### config.mk
export PLATFORM = sky130hd
export DESIGN_NAME = wkc_wake_config
export DESIGN_NICKNAME = d
export VERILOG_FILES = /design/src/core/wkc_pkg.sv /design/src/core/wkc_wake_config.sv
export SDC_FILE = /design/constraint.sdc
export NUM_CORES = 1
export LEC_CHECK = 0
export BUFFER_PORTS_ARGS = -buffer_cell sky130_fd_sc_hd__buf_4
export CORE_MARGIN = 2
export CORE_UTILIZATION = 30
export DETAILED_ROUTE_END_ITERATION = 8
export PLACE_DENSITY_LB_ADDON = 0.15
export SYNTH_ARGS = -nofsm -noshare
export SYNTH_HDL_FRONTEND = slang
export SYNTH_SLANG_ARGS = --single-unit
### constraint.sdc
create_clock -name clk_i -period 4.7 [get_ports clk_i]
set_clock_uncertainty 0.15 [all_clocks]
set_input_delay 0.94 -clock clk_i [delete_from_list [all_inputs] [get_ports clk_i]]
set_output_delay 0.94 -clock clk_i [all_outputs]
set_load 0.01 [all_outputs]
### src/core/wkc_pkg.sv
// package: register map, field layout and timing for the wake input block
package wkc_pkg;
    localparam int         WKC_NUM_INPUTS    = 3;
    localparam int         WKC_CLK_MHZ       = 125;
    // filter times in microseconds, counts derived from clock rate
    localparam int         WKC_FILT_SHORT_US = 16;
    localparam int         WKC_FILT_LONG_US  = 64;
    localparam int         WKC_FILT_SHORT_CY = WKC_FILT_SHORT_US * WKC_CLK_MHZ;
    localparam int         WKC_FILT_LONG_CY  = WKC_FILT_LONG_US * WKC_CLK_MHZ;
    localparam int         WKC_CNT_W         = 14;
    // word offsets (byte addresses)
    localparam logic [7:0] WKC_OFS_PULL      = 8'h00;
    localparam logic [7:0] WKC_OFS_DETECT    = 8'h04;
    localparam logic [7:0] WKC_OFS_ENABLE    = 8'h08;
    localparam logic [7:0] WKC_OFS_MEAS      = 8'h0c;
    localparam logic [7:0] WKC_OFS_STATUS    = 8'h10;
    localparam logic [7:0] WKC_OFS_LEVEL     = 8'h14;
    localparam logic [7:0] WKC_OFS_CMD       = 8'h18;
    // field positions
    localparam int         WKC_SEL_W         = 2;
    localparam int         WKC_MEAS_BIT      = 0;
    localparam int         WKC_CMD_SLEEP_BIT = 0;
    localparam int         WKC_CMD_FAIL_BIT  = 1;
    // reset values
    localparam logic [5:0] WKC_PULL_RST      = 6'h00;
    localparam logic [5:0] WKC_DET_RST       = 6'h00;
    localparam logic [2:0] WKC_EN_RST        = 3'h0;
    // pull and detection encodings
    localparam logic [1:0] WKC_PULL_NONE     = 2'h0;
    localparam logic [1:0] WKC_PULL_DOWN     = 2'h1;
    localparam logic [1:0] WKC_PULL_UP       = 2'h2;
    localparam logic [1:0] WKC_PULL_AUTO     = 2'h3;
    localparam logic [1:0] WKC_DET_STATIC16  = 2'h0;
    localparam logic [1:0] WKC_DET_STATIC64  = 2'h1;
    localparam logic [1:0] WKC_DET_CYCLIC1   = 2'h2;
    localparam logic [1:0] WKC_DET_CYCLIC2   = 2'h3;

    typedef enum logic [1:0] {
        WKC_MODE_NORMAL,
        WKC_MODE_STOP,
        WKC_MODE_SLEEP,
        WKC_MODE_OTHER
    } wkc_mode_t;

    typedef struct packed {
        logic        cyc;
        logic        stb;
        logic        we;
        logic [3:0]  sel;
        logic [7:0]  adr;
        logic [31:0] dat;
    } wkc_wb_req_t;

    typedef struct packed {
        logic        ack;
        logic [31:0] dat;
    } wkc_wb_rsp_t;

    typedef struct packed {
        logic [2:0] pull_up;
        logic [2:0] pull_down;
        logic       measure_routing_switch;
        logic       sleep_grant;
        logic       restart_req;
    } wkc_pad_t;
endpackage

### src/core/wkc_wake_config.sv
// wake input configuration, filtering, status and voltage measurement gating
`timescale 1ns/1ns
module wkc_wake_config #(
    parameter int FILT_SHORT = wkc_pkg::WKC_FILT_SHORT_CY,
    parameter int FILT_LONG  = wkc_pkg::WKC_FILT_LONG_CY
) (
    input  wire logic                clk_i,
    input  wire logic                rst_i,
    input  wire wkc_pkg::wkc_wb_req_t wb_req_i,
    output wkc_pkg::wkc_wb_rsp_t      wb_rsp_o,
    input  wire logic [2:0]          wake_level_i,
    input  wire wkc_pkg::wkc_mode_t  mode_i,
    input  wire logic                timer_one_sample_i,
    input  wire logic                timer_two_sample_i,
    output wkc_pkg::wkc_pad_t        pad_o
);
    import wkc_pkg::*;

    localparam int N = WKC_NUM_INPUTS;

    initial begin
        if (FILT_SHORT < 1 || FILT_LONG < FILT_SHORT ||
            FILT_LONG >= (1 << WKC_CNT_W)) begin
            $error("wkc_wake_config: filter counts out of range");
        end
    end

    typedef struct packed {
        logic [5:0]           pull_sel;
        logic [5:0]           det_sel;
        logic [2:0]           wake_en;
        logic                 meas_en;
        logic [2:0]           wake_stat;
        logic [2:0]           level_stat;
        logic [2:0]           stable;
        logic [2:0]           pending;
        logic [3*WKC_CNT_W-1:0] cnt;
        logic                 cmd_fail;
        wkc_wb_rsp_t          rsp;
        wkc_pad_t             pad;
    } wkc_state_t;

    wkc_state_t s_q;
    wkc_state_t s_d;

    logic        acc;
    logic        wr;
    logic [31:0] rd;
    logic [1:0]  psel;
    logic [1:0]  dsel;
    logic [WKC_CNT_W-1:0] c;
    logic [WKC_CNT_W-1:0] lim;
    logic        gated;
    logic        cyc_mode;
    logic        smp;
    logic        sleep_cmd;
    logic [2:0]  eff_en;

    always_comb begin
        s_d       = s_q;
        acc       = wb_req_i.cyc && wb_req_i.stb && !s_q.rsp.ack;
        wr        = acc && wb_req_i.we && wb_req_i.sel[0];
        rd        = 32'h0;
        sleep_cmd = 1'b0;
        psel      = 2'h0;
        dsel      = 2'h0;
        c         = '0;
        lim       = '0;
        gated     = 1'b0;
        cyc_mode  = 1'b0;
        smp       = 1'b0;
        s_d.rsp.ack = acc;

        // per-input filter, level and pull logic
        for (int i = 0; i < N; i++) begin
            psel     = s_q.pull_sel[2*i +: 2];
            dsel     = s_q.det_sel[2*i +: 2];
            c        = s_q.cnt[WKC_CNT_W*i +: WKC_CNT_W];
            gated    = s_q.meas_en && (i < 2);
            cyc_mode = dsel[1];
            smp      = !cyc_mode ? 1'b1 :
                       (dsel == WKC_DET_CYCLIC1) ? timer_one_sample_i
                                                 : timer_two_sample_i;
            lim = (dsel == WKC_DET_STATIC64) ? WKC_CNT_W'(FILT_LONG - 1)
                                             : WKC_CNT_W'(FILT_SHORT - 1);
            if (gated) begin
                // filter cleared and pulls off while measuring; stable level kept for afterwards
                s_d.pending[i]                    = 1'b0;
                s_d.cnt[WKC_CNT_W*i +: WKC_CNT_W] = '0;
                s_d.pad.pull_up[i]                = 1'b0;
                s_d.pad.pull_down[i]              = 1'b0;
            end else begin
                if (smp && wake_level_i[i] != s_q.stable[i]) begin
                    // each crossing restarts the filter window
                    if (!s_q.pending[i] || c != '0) begin
                        s_d.pending[i] = 1'b1;
                        s_d.cnt[WKC_CNT_W*i +: WKC_CNT_W] = '0;
                    end
                end
                if (s_q.pending[i]) begin
                    if (wake_level_i[i] == s_q.stable[i]) begin
                        s_d.pending[i] = 1'b0;
                        s_d.cnt[WKC_CNT_W*i +: WKC_CNT_W] = '0;
                    end else if (c >= lim) begin
                        s_d.pending[i] = 1'b0;
                        s_d.stable[i]  = wake_level_i[i];
                        s_d.cnt[WKC_CNT_W*i +: WKC_CNT_W] = '0;
                        if (s_q.wake_en[i]) begin
                            s_d.wake_stat[i] = 1'b1;
                        end
                    end else begin
                        s_d.cnt[WKC_CNT_W*i +: WKC_CNT_W] = c + 1'b1;
                    end
                end
                if (smp && (mode_i == WKC_MODE_NORMAL ||
                            mode_i == WKC_MODE_STOP)) begin
                    s_d.level_stat[i] = wake_level_i[i];
                end
                case (psel)
                    WKC_PULL_DOWN: begin
                        s_d.pad.pull_up[i]   = 1'b0;
                        s_d.pad.pull_down[i] = 1'b1;
                    end
                    WKC_PULL_UP: begin
                        s_d.pad.pull_up[i]   = 1'b1;
                        s_d.pad.pull_down[i] = 1'b0;
                    end
                    WKC_PULL_AUTO: begin
                        s_d.pad.pull_up[i]   = s_q.level_stat[i];
                        s_d.pad.pull_down[i] = !s_q.level_stat[i];
                    end
                    default: begin
                        s_d.pad.pull_up[i]   = 1'b0;
                        s_d.pad.pull_down[i] = 1'b0;
                    end
                endcase
            end
        end

        // switch closes only with measure on and in normal mode
        s_d.pad.measure_routing_switch =
            s_q.meas_en && (mode_i == WKC_MODE_NORMAL);

        // register reads
        case (wb_req_i.adr)
            WKC_OFS_PULL:   rd = {26'h0, s_q.pull_sel};
            WKC_OFS_DETECT: rd = {26'h0, s_q.det_sel};
            WKC_OFS_ENABLE: rd = {29'h0, s_q.wake_en};
            WKC_OFS_MEAS:   rd = {31'h0, s_q.meas_en};
            WKC_OFS_STATUS: rd = {29'h0, s_q.wake_stat};
            WKC_OFS_LEVEL:  rd = {29'h0, s_q.level_stat};
            WKC_OFS_CMD:    rd = {30'h0, s_q.cmd_fail, 1'b0};
            default:        rd = 32'h0;
        endcase
        s_d.rsp.dat = acc ? rd : 32'h0;

        // register writes; settings always stored, even while measuring
        eff_en = s_q.wake_en & ~{1'b0, {2{s_q.meas_en}}};
        s_d.pad.sleep_grant = 1'b0;
        s_d.pad.restart_req = 1'b0;
        if (wr) begin
            case (wb_req_i.adr)
                WKC_OFS_PULL:   s_d.pull_sel = wb_req_i.dat[5:0];
                WKC_OFS_DETECT: s_d.det_sel  = wb_req_i.dat[5:0];
                WKC_OFS_ENABLE: s_d.wake_en  = wb_req_i.dat[2:0];
                WKC_OFS_MEAS:   s_d.meas_en  = wb_req_i.dat[WKC_MEAS_BIT];
                WKC_OFS_STATUS: begin
                    // write one to clear; a new wake event in this cycle wins unless its bit was already set
                    s_d.wake_stat = (s_q.wake_stat & ~wb_req_i.dat[2:0]) |
                                    (s_d.wake_stat & ~s_q.wake_stat);
                end
                WKC_OFS_CMD: begin
                    sleep_cmd = wb_req_i.dat[WKC_CMD_SLEEP_BIT];
                    if (wb_req_i.dat[WKC_CMD_FAIL_BIT]) begin
                        s_d.cmd_fail = 1'b0;
                    end
                end
                default: ;
            endcase
        end
        if (sleep_cmd) begin
            if (s_q.meas_en && s_q.wake_en[1:0] != 2'h0 &&
                eff_en == 3'h0) begin
                s_d.cmd_fail        = 1'b1;
                s_d.pad.restart_req = 1'b1;
            end else begin
                s_d.pad.sleep_grant = 1'b1;
            end
        end
        // stored settings stay untouched so clearing measure restores them
        if (!s_q.meas_en) begin
            s_d.pad.measure_routing_switch = 1'b0;
        end
    end

    always_ff @(posedge clk_i) begin
        if (rst_i) begin
            s_q          <= '0;
            s_q.pull_sel <= WKC_PULL_RST;
            s_q.det_sel  <= WKC_DET_RST;
            s_q.wake_en  <= WKC_EN_RST;
            s_q.meas_en  <= 1'b0;
        end else begin
            s_q <= s_d;
        end
    end

    assign wb_rsp_o = s_q.rsp;
    assign pad_o    = s_q.pad;
endmodule

==> flow_summary.yaml <==
run_status:
  outcome: "complete, no violations"
pwr:
  p_leak_nw: 1.97
  powerDensity_nw_per_um2: 292
  worst_ir_drop_vdd_mv: 0.168
logic_synthesis:
  netlist_instances: 556
  synth_area_per_cell_um2: 8.62
  synth_compound_area_frac: 0.158
  synth-edff-count: 0
  yosys.area.top_type: "dfxtp_1"
  synth_xor_area_frac: 0.0548
  async_reset_ff_frac: 0
  ys.warnings.count: 0
  synth.distinct_cells: 68
  synthAdderAreaFrac: 0.0470
  yosys.area_share.simple: 0.229
  ys.flop_type: "dfxtp_1"
  synth_top_area_share: 0.364
  synth_area_leaders: "dfxtp_1, buf_4, xor2_1"
  synth_seq_area_share: 0.364
  syn_area_um2: 4790
  synth_seq_cells: 87
  synth_top_family_by_area: "simple AND/OR/NAND/NOR gates"
  synthMuxAreaShare: 0.0447
clock_tree:
  max-clock-path-buffers: 2
  cts_tree: "done"
  cts_buffers: 9
  holdBufCountCts: 0
  ctsResizeCount: 0
  clk_pin_slew_ps: 60
  post_cts_buffers: 0
  clock_tree.root_cell: "clkbuf_16"
  htree_levels: 3
  cts.sinks: 87
  worstSkewPairLatency_ps: 350
detailed_routing:
  vias_per_cell: 4.88
  post-route-drc-count: 0
  first_pass_iters: 4
  ant_nets: 0
  wl_met3_um: 337
  m1WireLength_um: 5740
  wire_per_inst_um: 14.3
  highest_layer: "met4"
  vias: 3861
  wl_um: 11400
  wl_met2_um: 5090
  drt_iter0_drc: 276
timing:
  slew_headroom: 0.370
  worstMarginPinSlew_ps: 945
  drv_slew: 0
  hold_viol_final: 0
  rsz0062_at_grt: "no"
  period_share: 0.623
  setup_tns_ps: 0
  layout_min_cycle_time_ps: 2930
  fmax_mhz: 341
  finalSetupViolCount: 0
critical_path:
  cp-startpoint: "wake_level_i[0]"
  r2r_cells: 7
  endpoint_kind: "flop"
  worst_path_max_delay_cell: "a21oi_1"
  cp_max_fo: 14
  startpoint_type: "input port"
  rr_endpoint: "s_q[55]$_SDFFE_PP0P_"
  r2r_slack_ps: 1930
  worstSetupPathType: "in -> reg"
  critPathArrivalTime_ps: 2980
  path_cells: "buf_4 -> xnor2_1 -> a21oi_1 -> nor2_1 -> a41oi_2 -> nor3_1"
  max_stage_delay_ps: 730
  cp.required_ps: 4750
  reg2reg_from: "s_q[102]$_SDFFE_PP0P_"
  setup.worst_path.end: "s_q[55]$_SDFFE_PP0P_"
place:
  dpl.hpwl_um: 8120
  place_congestion: 0.798
  place_inst: 776
  io_buffers: 42
cells_and_area:
  multiInputGateArea_um2: 2650
  drive_gt1_frac: 0.134
  regArea_um2: 1740
  final_core_util: 0.340
  finalNonFillerCells: 792
  nNetsFinal: 645
  n_antenna_cell: 0
  syn_to_final_growth_pct: 11.9
  num-fill-cells: 1683
floorplan:
  row_count: 46
  dieArea_um2: 17000
  fp.dieH_um: 130
  start_util: 0.304
  die_w_um: 130
  coreArea_um2: 15800
  boundaryPins: 98
worst_hold_path:
  hold_class: "reg -> reg"
global_routing:
  grt_pass1_wl_um: 18500
  grt_pass1_vias: 3583
  grt_max_degree: 33
  grt_overflow_total: 0
  grt_use_total: 0.140
  antenna_found_initial: 0
job:
  drv_cap: 0
-- layout by cell type (no fill, tap or decap), types with 7 or more instances in the layout --
cell and n:
mux2i_1 18, nand3_1 28, nand4_1 11, and3_1 10
ha_1 18, o21ai_0 15, a32oi_1 7, nand2_1 41
xor2_1 26, conb_1 26, dfxtp_1 87, clkbuf_16 9
buf_4 44, nor2_1 52, a21oi_1 25, inv_1 19
nor3_1 22, o2111ai_1 13
-- critical path: cells and delay by family --
kind,cells,cell delay (ps)
and+or+nand+nor,2,350
buffers and inverters,1,140
AOI/OAI and AO/OA,2,1400
xor gates and xnor gates,1,130
-- synthesized netlist by cell type (4+ instances only) --
| master | count |
|---|---|
| a211oi_1 | 4 |
| a21oi_1 | 25 |
| a22oi_1 | 5 |
| a31oi_1 | 6 |
| a32oi_1 | 7 |
| and2_1 | 4 |
| and3_1 | 10 |
| buf_2 | 6 |
| buf_4 | 44 |
| clkbuf_1 | 14 |
| dfxtp_1 | 87 |
| ha_1 | 18 |
| inv_1 | 19 |
| mux2i_1 | 18 |
| nand2_1 | 41 |
| nand2b_1 | 6 |
| nand3_1 | 28 |
| nand3b_1 | 4 |
| nand4_1 | 11 |
| nor2_1 | 52 |
| nor3_1 | 22 |
| nor3b_1 | 4 |
| o2111ai_1 | 13 |
| o211ai_1 | 5 |
| o21ai_0 | 15 |
| xnor2_1 | 4 |
| xor2_1 | 26 |
-- report_power, final --
part | switching [mW] | internal (mW) | total, mW
clock network | 0.291 | 0.424 | 0.715
registers | 0.00953 | 0.743 | 0.753
logic | 0.0651 | 0.0338 | 0.0989
-- final cells by class --
class                      instances  share of cell area
multi-input combinational        409               0.495
sequential                        87               0.325
timing repair buffer              44              0.0616
tap                              216              0.0504
clock buffer                      12              0.0460
inverter                          20              0.0140
clock inverter                     4             0.00841
-- per-stage QoR --
stage	cell area [µm²]	power (mW)	setup WS [ps]	hold slack, ps
floorplan	4880	0.844	2220	289
global placement	5070	0.867	1460	308
detailed placement	5070	0.868	1390	318
CTS	5360	1.59	1780	326
global route	5360	1.64	1640	351
finish	5360	1.57	1770	322
-- state kept, by name, indices dropped and copies added (netlist names) --
| name | flops |
|---|---|
| pad_o | 9 |
| cyc_mode | 1 |
| psel | 2 |
| s_q | 53 |
| wb_rsp_o | 7 |
| c | 14 |
| dsel | 1 |
-- cell families after synthesis --
group,count (synthesis)
muxes,21
other,1
AOI/OAI and AO/OA,105
buffers and inverters,85
xor gates and xnor gates,30
adders and majority gates,18
and+or+nand+nor,209
DFF,87
-- worst min-delay path by stage --
stage,from,endpoint,slack (ps),cells past startpoint
final,s_q[90]$_SDFFE_PP0P_,s_q[90]$_SDFFE_PP0P_,320,2
after global routing,s_q[90]$_SDFFE_PP0P_,s_q[90]$_SDFFE_PP0P_,350,2
after CTS,s_q[90]$_SDFFE_PP0P_,s_q[90]$_SDFFE_PP0P_,330,2
after detailed placement,s_q[90]$_SDFFE_PP0P_,s_q[90]$_SDFFE_PP0P_,320,2
after global placement,s_q[90]$_SDFFE_PP0P_,s_q[90]$_SDFFE_PP0P_,310,2
after floorplan,s_q[107]$_SDFFE_PP0P_,pad_o[3]$_SDFF_PP0_,290,2
-- layer usage --
metal / vias up / global-route usage
met1: 1833 / 0.192
met3: 12 / 0.0281
met5: - / 0
met2: 62 / 0.219
li1: 1954 / -
met4: 0 / 0.0526
(Power assumes the default switching activity.)
